[src/core/ceclf_regs.svh]
/*
 Bit positions, reset value, write mask and decode constants for the lower
 35 bits of the core extended control register. Assumes it is included once
 by the package and by the control block.
*/
`ifndef CECLF_REGS_SVH
`define CECLF_REGS_SVH

`define CECLF_W 35
`define CECLF_RESET 35'h3_4054_3000
`define CECLF_WR_MASK 35'h7_fffc_b3fb

`define CECLF_CLEAN_EVICT_SUPPRESS 34
`define CECLF_LOAD_ATOMIC_FORCE_LOCAL 33
`define CECLF_ACQUIRE_ATOMIC_LOCAL_FILL 32
`define CECLF_STORE_ATOMIC_LOCAL_FILL 31
`define CECLF_RELEASE_ATOMIC_LOCAL_FILL 30
`define CECLF_LOAD_ATOMIC_LOCAL_FILL 29
`define CECLF_TLP_OFF 28
`define CECLF_TLP_AGGR 27
`define CECLF_TLB_ABORT_EN 26
`define CECLF_THR_L2_LSB 24
`define CECLF_THR_L3_LSB 22
`define CECLF_THR_L4_LSB 20
`define CECLF_THR_DRAM_LSB 18
`define CECLF_PF_OFF 15
`define CECLF_L2_DIST_LSB 12
`define CECLF_STS_PF_OFF 9
`define CECLF_STI_PF_OFF 8
`define CECLF_PF_AGGR_LSB 6
`define CECLF_RPF_AGGR_LSB 4
`define CECLF_RPF_SINGLE_TRAIN 3
`define CECLF_ERR_READ_ZERO 1
`define CECLF_LLC_EXTERNAL 0

// Stream thresholds in bytes, zero means direct streaming is off
`define CECLF_THR_W 24
`define CECLF_B_256 24'h00_0100
`define CECLF_B_4K 24'h00_1000
`define CECLF_B_8K 24'h00_2000
`define CECLF_B_128K 24'h02_0000
`define CECLF_B_256K 24'h04_0000
`define CECLF_B_512K 24'h08_0000
`define CECLF_B_1M 24'h10_0000
`define CECLF_B_2M 24'h20_0000
`define CECLF_SOLE_SHIFT 1

// L2 stride prefetch distances in lines, zero means hardware managed
`define CECLF_DIST_0 8'h16
`define CECLF_DIST_1 8'h28
`define CECLF_DIST_2 8'h3c

`endif

[src/core/ceclf_pkg.sv]
/*
 Types shared by the extended control block. Assumes ceclf_regs.svh is on
 the include path.
*/
`default_nettype none
`include "ceclf_regs.svh"

package ceclf_pkg;
    typedef logic [`CECLF_W-1:0] ceclf_word_t;
    typedef enum logic [1:0] {
        CECLF_AT_LOAD = 2'h0,
        CECLF_AT_STORE = 2'h1,
        CECLF_AT_ACQUIRE = 2'h2,
        CECLF_AT_RELEASE = 2'h3
    } ceclf_atomic_e;
    typedef enum logic [1:0] {
        CECLF_PF_DYNAMIC = 2'h0,
        CECLF_PF_CONS = 2'h1,
        CECLF_PF_VERY_CONS = 2'h2,
        CECLF_PF_MOST_CONS = 2'h3
    } ceclf_pf_e;
endpackage

`default_nettype wire

[src/core/ceclf_ctrl.sv]
/*
 Lower 35 bits of the core extended control register with the decode that
 steers evictions, atomics, streaming stores, prefetchers, TLB conflict
 aborts and error record reads. Assumes a system register port on the core
 clock: one-cycle read and write strobes, and event inputs from core logic
 on the same clock.
*/
// Function
// - Bit 34 set suppresses messages for clean line evictions.
// - Bit 33 set forces load atomics local by filling the line.
// - Bit 32 set lets acquire atomics make one fill, else far.
// - Bit 31 set lets store atomics make one fill, else far.
// - Bit 30 set lets release atomics make one fill, else far.
// - Bit 29 set lets load atomics make one fill, else far unless bit 33 is set.
// - Bit 28 disables transient load prediction; bit 27 picks aggressive threshold.
// - TLB conflict abort raised only while bit 26 is set.
// - Bits 25:24 pick L2 stream threshold 256B/4KB/8KB/off.
// - Bits 23:22 pick L3 stream threshold 128KB/256KB/512KB/off.
// - Bits 21:20 pick L4 stream threshold 256KB/512KB/1MB/off.
// - Bits 19:18 pick DRAM stream threshold 512KB/1MB/2MB/off.
// - Sole active requestor may scale L4 and DRAM thresholds up.
// - Bit 15 set disables data-side hardware prefetching.
// - Bits 13:12 pick L2 stride distance 22/40/60/dynamic.
// - Bit 9 disables store-stride prefetch; bit 8 disables issue prefetch.
// - Bits 7:6 pick general prefetcher aggressiveness.
// - Bits 5:4 pick region aggressiveness; 11 turns region prefetcher off.
// - Bit 3 set always trains history table on single accesses.
// - Bit 1 set makes error record reads return zero.
// - Bit 0 marks last-level cache external, enabling data-source optimizations.
`timescale 1ns/100ps
`default_nettype none
`include "ceclf_regs.svh"

module ceclf_ctrl
    import ceclf_pkg::*;
#(
    parameter int ERR_W = 64
) (
    // Clock and reset
    input wire logic clk,
    input wire logic rst,
    // System register port
    input wire logic wr_en,
    input wire logic [`CECLF_W-1:0] wr_data,
    input wire logic rd_en,
    output logic [`CECLF_W-1:0] rd_data,
    output logic rd_valid,
    // Core events
    input wire logic clean_evict_in,
    input wire logic tlb_conflict_in,
    input wire logic sole_requestor,
    input wire logic atomic_valid,
    input wire ceclf_atomic_e atomic_kind,
    input wire logic line_exclusive,
    input wire logic err_rd_en,
    input wire logic [ERR_W-1:0] err_rd_raw,
    // Event results
    output logic evict_msg_send,
    output logic tlb_abort,
    output logic atomic_done,
    output logic atomic_local,
    output logic atomic_fill,
    output logic err_rd_valid,
    output logic [ERR_W-1:0] err_rd_data,
    // Decoded controls
    output logic tlp_enable,
    output logic tlp_aggressive,
    output logic [`CECLF_THR_W-1:0] thr_l2,
    output logic [`CECLF_THR_W-1:0] thr_l3,
    output logic [`CECLF_THR_W-1:0] thr_l4,
    output logic [`CECLF_THR_W-1:0] thr_dram,
    output logic data_pf_enable,
    output logic [7:0] l2_stride_dist,
    output logic store_stride_pf_enable,
    output logic store_issue_pf_enable,
    output ceclf_pf_e pf_aggr,
    output logic region_pf_enable,
    output logic region_single_train,
    output logic llc_external
);

    ceclf_word_t ctrl_ff;
    ceclf_word_t nxt_ctrl;
    logic [`CECLF_W-1:0] rd_data_ff;
    logic rd_valid_ff;
    logic evict_ff, abort_ff, at_done_ff, at_local_ff, at_fill_ff;
    logic err_valid_ff;
    logic [ERR_W-1:0] err_data_ff;
    logic [`CECLF_THR_W-1:0] l2_ff, l3_ff, l4_ff, dram_ff;
    logic [7:0] dist_ff;
    logic nxt_local, nxt_fill, fill_bit;
    localparam ceclf_word_t RST_WORD = `CECLF_RESET;
    logic tlp_en_ff, tlp_aggr_ff, pf_en_ff, sts_en_ff, sti_en_ff;
    logic rpf_en_ff, single_train_ff, llc_ext_ff;
    ceclf_pf_e pf_aggr_ff;

    // Threshold lookup, zero for the off code
    function automatic logic [`CECLF_THR_W-1:0] thr_pick(
        input logic [1:0] code,
        input logic [`CECLF_THR_W-1:0] t0,
        input logic [`CECLF_THR_W-1:0] t1,
        input logic [`CECLF_THR_W-1:0] t2
    );
        case (code)
            2'h0: thr_pick = t0;
            2'h1: thr_pick = t1;
            2'h2: thr_pick = t2;
            default: thr_pick = '0;
        endcase
    endfunction

    // Reserved positions never take a write
    assign nxt_ctrl = wr_data & `CECLF_WR_MASK;

    // Control word, held until the next write or reset
    always_ff @(posedge clk or posedge rst) begin
        if (rst) begin
            ctrl_ff <= `CECLF_RESET;
        end else if (wr_en) begin
            ctrl_ff <= nxt_ctrl;
        end
    end

    // Level controls load with the control word, so they never lag it
    always_ff @(posedge clk or posedge rst) begin
        if (rst) begin
            tlp_en_ff <= !RST_WORD[`CECLF_TLP_OFF];
            tlp_aggr_ff <= RST_WORD[`CECLF_TLP_AGGR];
            pf_en_ff <= !RST_WORD[`CECLF_PF_OFF];
            sts_en_ff <= !RST_WORD[`CECLF_STS_PF_OFF];
            sti_en_ff <= !RST_WORD[`CECLF_STI_PF_OFF];
            pf_aggr_ff <= ceclf_pf_e'(RST_WORD[`CECLF_PF_AGGR_LSB+:2]);
            rpf_en_ff <= RST_WORD[`CECLF_RPF_AGGR_LSB+:2] != 2'h3;
            single_train_ff <= RST_WORD[`CECLF_RPF_SINGLE_TRAIN];
            llc_ext_ff <= RST_WORD[`CECLF_LLC_EXTERNAL];
        end else if (wr_en) begin
            tlp_en_ff <= !nxt_ctrl[`CECLF_TLP_OFF];
            tlp_aggr_ff <= nxt_ctrl[`CECLF_TLP_AGGR];
            pf_en_ff <= !nxt_ctrl[`CECLF_PF_OFF];
            sts_en_ff <= !nxt_ctrl[`CECLF_STS_PF_OFF];
            sti_en_ff <= !nxt_ctrl[`CECLF_STI_PF_OFF];
            pf_aggr_ff <= ceclf_pf_e'(nxt_ctrl[`CECLF_PF_AGGR_LSB+:2]);
            rpf_en_ff <= nxt_ctrl[`CECLF_RPF_AGGR_LSB+:2] != 2'h3;
            single_train_ff <= nxt_ctrl[`CECLF_RPF_SINGLE_TRAIN];
            llc_ext_ff <= nxt_ctrl[`CECLF_LLC_EXTERNAL];
        end
    end

    // Read answer one cycle after the strobe, old value if written together
    always_ff @(posedge clk or posedge rst) begin
        if (rst) begin
            rd_data_ff <= '0;
            rd_valid_ff <= 1'b0;
        end else begin
            rd_valid_ff <= rd_en;
            if (rd_en) begin
                rd_data_ff <= ctrl_ff;
            end
        end
    end

    // Clean eviction messages and TLB conflict aborts
    always_ff @(posedge clk or posedge rst) begin
        if (rst) begin
            evict_ff <= 1'b0;
            abort_ff <= 1'b0;
        end else begin
            evict_ff <= clean_evict_in && !ctrl_ff[`CECLF_CLEAN_EVICT_SUPPRESS];
            abort_ff <= tlb_conflict_in && ctrl_ff[`CECLF_TLB_ABORT_EN];
        end
    end

    // Fill permission for the atomic class at hand
    always_comb begin
        case (atomic_kind)
            CECLF_AT_LOAD: fill_bit = ctrl_ff[`CECLF_LOAD_ATOMIC_LOCAL_FILL];
            CECLF_AT_STORE: fill_bit = ctrl_ff[`CECLF_STORE_ATOMIC_LOCAL_FILL];
            CECLF_AT_ACQUIRE: fill_bit = ctrl_ff[`CECLF_ACQUIRE_ATOMIC_LOCAL_FILL];
            CECLF_AT_RELEASE: fill_bit = ctrl_ff[`CECLF_RELEASE_ATOMIC_LOCAL_FILL];
            default: fill_bit = 1'b0;
        endcase
    end

    // Local or far choice; a miss is local only with one fill
    always_comb begin
        nxt_local = line_exclusive || fill_bit;
        nxt_fill = !line_exclusive && fill_bit;
        if (atomic_kind == CECLF_AT_LOAD && ctrl_ff[`CECLF_LOAD_ATOMIC_FORCE_LOCAL]) begin
            nxt_local = 1'b1;
            nxt_fill = !line_exclusive;
        end
    end

    // Atomic decision register
    always_ff @(posedge clk or posedge rst) begin
        if (rst) begin
            at_done_ff <= 1'b0;
            at_local_ff <= 1'b0;
            at_fill_ff <= 1'b0;
        end else begin
            at_done_ff <= atomic_valid;
            at_local_ff <= atomic_valid && nxt_local;
            at_fill_ff <= atomic_valid && nxt_fill;
        end
    end

    // Error record reads, forced to zero when selected
    always_ff @(posedge clk or posedge rst) begin
        if (rst) begin
            err_valid_ff <= 1'b0;
            err_data_ff <= '0;
        end else begin
            err_valid_ff <= err_rd_en;
            if (err_rd_en) begin
                err_data_ff <= ctrl_ff[`CECLF_ERR_READ_ZERO] ? '0 : err_rd_raw;
            end
        end
    end

    // Streaming store thresholds and stride distance
    always_ff @(posedge clk or posedge rst) begin
        if (rst) begin
            l2_ff <= '0;
            l3_ff <= '0;
            l4_ff <= '0;
            dram_ff <= '0;
            dist_ff <= '0;
        end else begin
            l2_ff <= thr_pick(ctrl_ff[`CECLF_THR_L2_LSB+:2],
                `CECLF_B_256, `CECLF_B_4K, `CECLF_B_8K);
            l3_ff <= thr_pick(ctrl_ff[`CECLF_THR_L3_LSB+:2],
                `CECLF_B_128K, `CECLF_B_256K, `CECLF_B_512K);
            l4_ff <= thr_pick(ctrl_ff[`CECLF_THR_L4_LSB+:2],
                `CECLF_B_256K, `CECLF_B_512K, `CECLF_B_1M)
                << (sole_requestor ? `CECLF_SOLE_SHIFT : 0);
            dram_ff <= thr_pick(ctrl_ff[`CECLF_THR_DRAM_LSB+:2],
                `CECLF_B_512K, `CECLF_B_1M, `CECLF_B_2M)
                << (sole_requestor ? `CECLF_SOLE_SHIFT : 0);
            case (ctrl_ff[`CECLF_L2_DIST_LSB+:2])
                2'h0: dist_ff <= `CECLF_DIST_0;
                2'h1: dist_ff <= `CECLF_DIST_1;
                2'h2: dist_ff <= `CECLF_DIST_2;
                default: dist_ff <= 8'h00;
            endcase
        end
    end

    // Outputs straight from the registers
    assign rd_data = rd_data_ff;
    assign rd_valid = rd_valid_ff;
    assign evict_msg_send = evict_ff;
    assign tlb_abort = abort_ff;
    assign atomic_done = at_done_ff;
    assign atomic_local = at_local_ff;
    assign atomic_fill = at_fill_ff;
    assign err_rd_valid = err_valid_ff;
    assign err_rd_data = err_data_ff;
    assign thr_l2 = l2_ff;
    assign thr_l3 = l3_ff;
    assign thr_l4 = l4_ff;
    assign thr_dram = dram_ff;
    assign l2_stride_dist = dist_ff;

    // Direct field controls, each from its own flop
    assign tlp_enable = tlp_en_ff;
    assign tlp_aggressive = tlp_aggr_ff;
    assign data_pf_enable = pf_en_ff;
    assign store_stride_pf_enable = sts_en_ff;
    assign store_issue_pf_enable = sti_en_ff;
    assign pf_aggr = pf_aggr_ff;
    assign region_pf_enable = rpf_en_ff;
    assign region_single_train = single_train_ff;
    assign llc_external = llc_ext_ff;
endmodule

`default_nettype wire

[config.mk]
export PLATFORM = sky130hd
export DESIGN_NAME = ceclf_ctrl
export DESIGN_NICKNAME = d
export VERILOG_FILES = /design/src/core/ceclf_pkg.sv /design/src/core/ceclf_ctrl.sv
export VERILOG_INCLUDE_DIRS = /design/src /design/src/core
export SDC_FILE = /design/constraint.sdc
export NUM_CORES = 1
export LEC_CHECK = 0
export BUFFER_PORTS_ARGS = -buffer_cell sky130_fd_sc_hd__buf_2
export CAP_MARGIN = 20
export CORE_AREA = 2 2 149 151
export DETAILED_ROUTE_END_ITERATION = 16
export DIE_AREA = 0 0 151 153
export GPL_TIMING_DRIVEN = 0
export MAX_ROUTING_LAYER = met4
export PLACE_DENSITY = 0.66
export SLEW_MARGIN = 20
export SYNTH_ARGS = -nofsm -noshare
export SYNTH_HDL_FRONTEND = slang
export SYNTH_SLANG_ARGS = --single-unit
[constraint.sdc]
create_clock -name clk -period 8.2 [get_ports clk]
set_input_delay 0.82 -clock clk [delete_from_list [all_inputs] [get_ports clk]]
set_output_delay 0.82 -clock clk [all_outputs]
set_load 0.005 [all_outputs]
* Word-level counts from Yosys, hierarchy flattened
Cells that the tools add are included.
W data, S select, Z words.
** Word-level totals
- Output and inout port bits :: 220
- Memory bits (read-only) :: 0
- Bits in latches :: 0
- Memories :: 0
- Register bits after elaboration :: 243
- Memory bits (writable) :: 0
** Operators by class
- Div/mod/pow operators :: 0
- Mux-type cells :: 10
- Reductions and logical operators :: 19
- Eq/ne operators :: 14
- $mul :: 0
- $add $sub $neg :: 0
- Bitwise gates (word level) :: 0
- Shift operators :: 2
- Order comparisons :: 0
** Operators with widths (number)
- $pmux W22 S3 :: 1
- $mux W64 :: 1
- $pmux W21 S3 :: 1
- $pmux W20 S3 :: 1
- $pmux W14 S3 :: 1
- $shl A24 B32 Y24 :: 1
- $shl A24 B1 Y24 :: 1
- $pmux W6 S3 :: 1
- $eq A2 B2 Y1 const B :: 7
- $eq A2 B1 Y1 const B :: 6
- $logic_not A2 Y1 :: 6
- $logic_and A1 B1 Y1 :: 6
- $logic_not A1 Y1 :: 6
- $pmux W1 S4 :: 1
- $mux W1 :: 3
- $ne A2 B2 Y1 const B :: 1
- $logic_or A1 B1 Y1 :: 1

* Longest topological paths before layout
- Depth after elaboration :: 5
- Gate-level depth with buffers :: 6
- Mapped depth without buffers :: 3

* Worst setup path after synthesis
Ideal clock, no wire load.
- Path type :: input port to flip-flop
- From :: in rd_en
- To :: reg rd_data_ff[13] (netlist: rd_data[13])
- Cell stages on the path :: 3
- Arrival :: 1.574 ns
- Path buffers :: 2
- Slack :: 6.501 ns
- Cells stage by stage :: buf_2 buf_2 mux2_2
** RTL lines
- from (decl) :: RTL line ceclf_ctrl.sv:45 : input wire logic rd_en,
- to (signal assigned) :: RTL line ceclf_ctrl.sv:157 : rd_data_ff <= ctrl_ff;
- to (decl) :: RTL line ceclf_ctrl.sv:84 : logic [`CECLF_W-1:0] rd_data_ff;
No word-level cell between the ends.

* Worst setup path after layout
- From :: reg rpf_en_ff (netlist: region_pf_enable)
- To :: out region_pf_enable
** RTL lines
- from (decl) :: RTL line ceclf_ctrl.sv:94 : logic rpf_en_ff, single_train_ff, llc_ext_ff;
- from (signal assigned) :: RTL line ceclf_ctrl.sv:133 : rpf_en_ff <= RST_WORD[`CECLF_RPF_AGGR_LSB+:2] != 2'h3;
- from (signal assigned) :: RTL line ceclf_ctrl.sv:143 : rpf_en_ff <= nxt_ctrl[`CECLF_RPF_AGGR_LSB+:2] != 2'h3;
- to (decl) :: RTL line ceclf_ctrl.sv:77 : output logic region_pf_enable,
No word-level cell between the ends.

==> flow_summary.json <==
{
  "power_density_nw_per_um2": 217,
  "mostFrequentLayoutCell": "buf_2",
  "min_path_type": "input port to asynchronous set/reset pin",
  "die_h_um": 153,
  "netlist_area_um2": 6350,
  "grtUsageMet1": 0.153,
  "syn_to_final_growth_pct": 38.5,
  "crit_type": "flip-flop to primary output",
  "synth.area.top_cells": "dfrtp_1, buf_4, mux2_2",
  "synth_top_cell_by_area": "dfrtp_1",
  "slew_headroom": 0.611,
  "cp.depth": 1,
  "drt_pass1_iterations": 4,
  "grt.met2_usage": 0.221,
  "reg2reg_to": "atomic_fill",
  "synthCells": 565,
  "start_kind": "flip-flop",
  "startpoint": "region_pf_enable",
  "dieArea_um2": 23100,
  "reg2reg_depth": 3,
  "dpl.hpwl_um": 11500,
  "critical-path-top-delay-family": "flip-flops",
  "grt_overflow": 0,
  "crit_arrival_ns": 1.06,
  "fin_nets": 1019,
  "avgViaCountPerCell": 3.84,
  "cp-end-kind": "primary output",
  "fin_crit_ns": 1.88,
  "fin_crit_sh": 0.229,
  "syn_avg_cell_area_um2": 11.2,
  "worst_pin_slew_ns": 0.583,
  "finalSetupViolCount": 0,
  "postRouteWirelength_um": 15200,
  "ys_types": 25,
  "clock_latency_ns": 0.41,
  "synth_top_area_frac": 0.544,
  "avgRoutedWirePerCell_um": 12.7,
  "route.vias.total": 4607,
  "grt_pass1_vias": 4423,
  "die_x_um": 151,
  "cts_buffers": 17,
  "grtUsageMet3": 0.0454,
  "post-cts-setup-buffer-count": 0,
  "htree_levels": 4,
  "yosys_warnings": 0,
  "ant_nets": 0,
  "final_cells": 1199,
  "cts.repair.resized": 0,
  "placedCellCount": 1167,
  "diodes": 0,
  "slowest_stage": "dfstp_2",
  "rrSetupSlack_ns": 6.79,
  "cp_cell_sequence": "buf_2",
  "final_cell_mix": "buf_2, dfrtp_1, buf_4",
  "fill_cells": 2134,
  "drv_slew": 0,
  "ir_worst_vdd_v": 0.000123,
  "cp_num_buf_inv": 1,
  "cp_data_required_time_ns": 7.38,
  "cts_hold_buffers": 0,
  "cts_tree": "built",
  "hold_viol": 0,
  "core.rowCount": 54,
  "fin_util": 0.409,
  "clockBufferDepth": 2,
  "core_area_um2": 21500,
  "clkSlewWorstSetupHoldPaths_ns": 0.07,
  "cts-root-buf": "clkbuf_16",
  "drive_gt1_frac": 0.485,
  "drc": 0,
  "clock.fmax_ghz": 0.533,
  "cts_sinks": 151,
  "grt_max_degree": 95,
  "timing.rr.start": "ctrl_ff[29]",
  "io_pins": 331,
  "crit_fanout": 2,
  "routabilityCongestion": 0.766,
  "antenna_found_initial": 0,
  "io_buffer_count": 231,
  "initial_core_util": 0.296,
  "grt_setup_unrepaired": "no",
  "leakage_nw": 4.74,
  "track_usage": 0.133,
  "tns_ns": 0,
  "endpoint": "region_pf_enable",
  "drv_cap": 0,
  "drtIter0Drc": 102,
  "max_stage_delay_ns": 0.53,
  "clock_skew_ns": 0.00807,
  "grt_pass1_wl_um": 23300,
  "synth-seq-area-share": 0.598,
  "status": "complete, no violations",
  "top_usage_layer": "met2",
  "ys_ff_latch": 151
}
power breakdown:
| part | leakage [nW] | internal, W | total [W] | switching [W] |
|---|---|---|---|---|
| Clock | 0.274 | 0.000425 | 0.000757 | 0.000332 |
| Combinational | 2.61 | 0.000149 | 0.000280 | 0.000131 |
| Sequential | 1.85 | 0.000829 | 0.000872 | 0.0000426 |
| Total | 4.74 | 0.00140 | 0.00191 | 0.000506 |
worst min-delay path by stage:
stage / endpoint / cells past startpoint
after detailed placement: evict_msg_send / 1
after global routing: err_rd_data[47] / 2
after global placement: evict_msg_send / 1
after floorplan: evict_msg_send / 1
after CTS: err_rd_data[47] / 2
final: err_rd_data[47] / 2
synth_stat cells (all sizes together):
library cell	n
or2	2
inv	72
mux2	56
mux4	1
dfstp	13
nand2b	2
nor2b	6
nor2	7
conb	1
nor3	2
and2	1
mux2i	4
xnor2	2
o21a	1
and3b	1
o21ai	68
a31oi	1
ha	2
buf	110
dfrtp	138
clkbuf	7
nand2	66
nand3b	2
registers in the layout, indices dropped and copies added, names as in the netlist, 3 cells and up:
signal / count
thr_l2: 3
thr_l3: 3
rd_data: 29
l2_stride_dist: 3
err_rd_data: 64
ctrl_ff: 28
thr_l4: 4
thr_dram: 4
routing by layer:
metal  up-vias  share of wire
met3        11          0.096
met1      2116           0.40
met2       201           0.49
li1       2279              -
met5         -              0
met4         0          0.013
area by class of cell:
cell class              instances  area (um^2)  share of cell area
clock buffers                  17          425              0.0484
flip-flops and latches        151         3790               0.431
inverters                      72          278              0.0316
clock inverters                15          143              0.0162
plain buffers                 117          815              0.0926
repair buffers                232         1180               0.135
multi-input cells             315         1810               0.206
well taps                     280          350              0.0398
metrics by stage:
step,setup slack [ns],instance area (um^2),hold slack [ns],power (W)
2_1_floorplan,3.34,6690,0.415,0.00103
3_3_place_gp,1.53,8190,0.439,0.00116
3_5_place_dp,5.92,8230,0.452,0.00117
4_1_cts,6.29,8800,0.427,0.00194
5_1_grt,6.28,8800,0.440,0.00201
6_report,6.32,8800,0.425,0.00191
logic make-up after synthesis:
logic type      synth area share
buf+inv                    0.171
flops                      0.598
simple gates              0.0593
compound gates            0.0558
mux                        0.109
fa+ha+maj                0.00394
xor+xnor                 0.00276
other cells             0.000591
(Power assumes the default switching activity.)
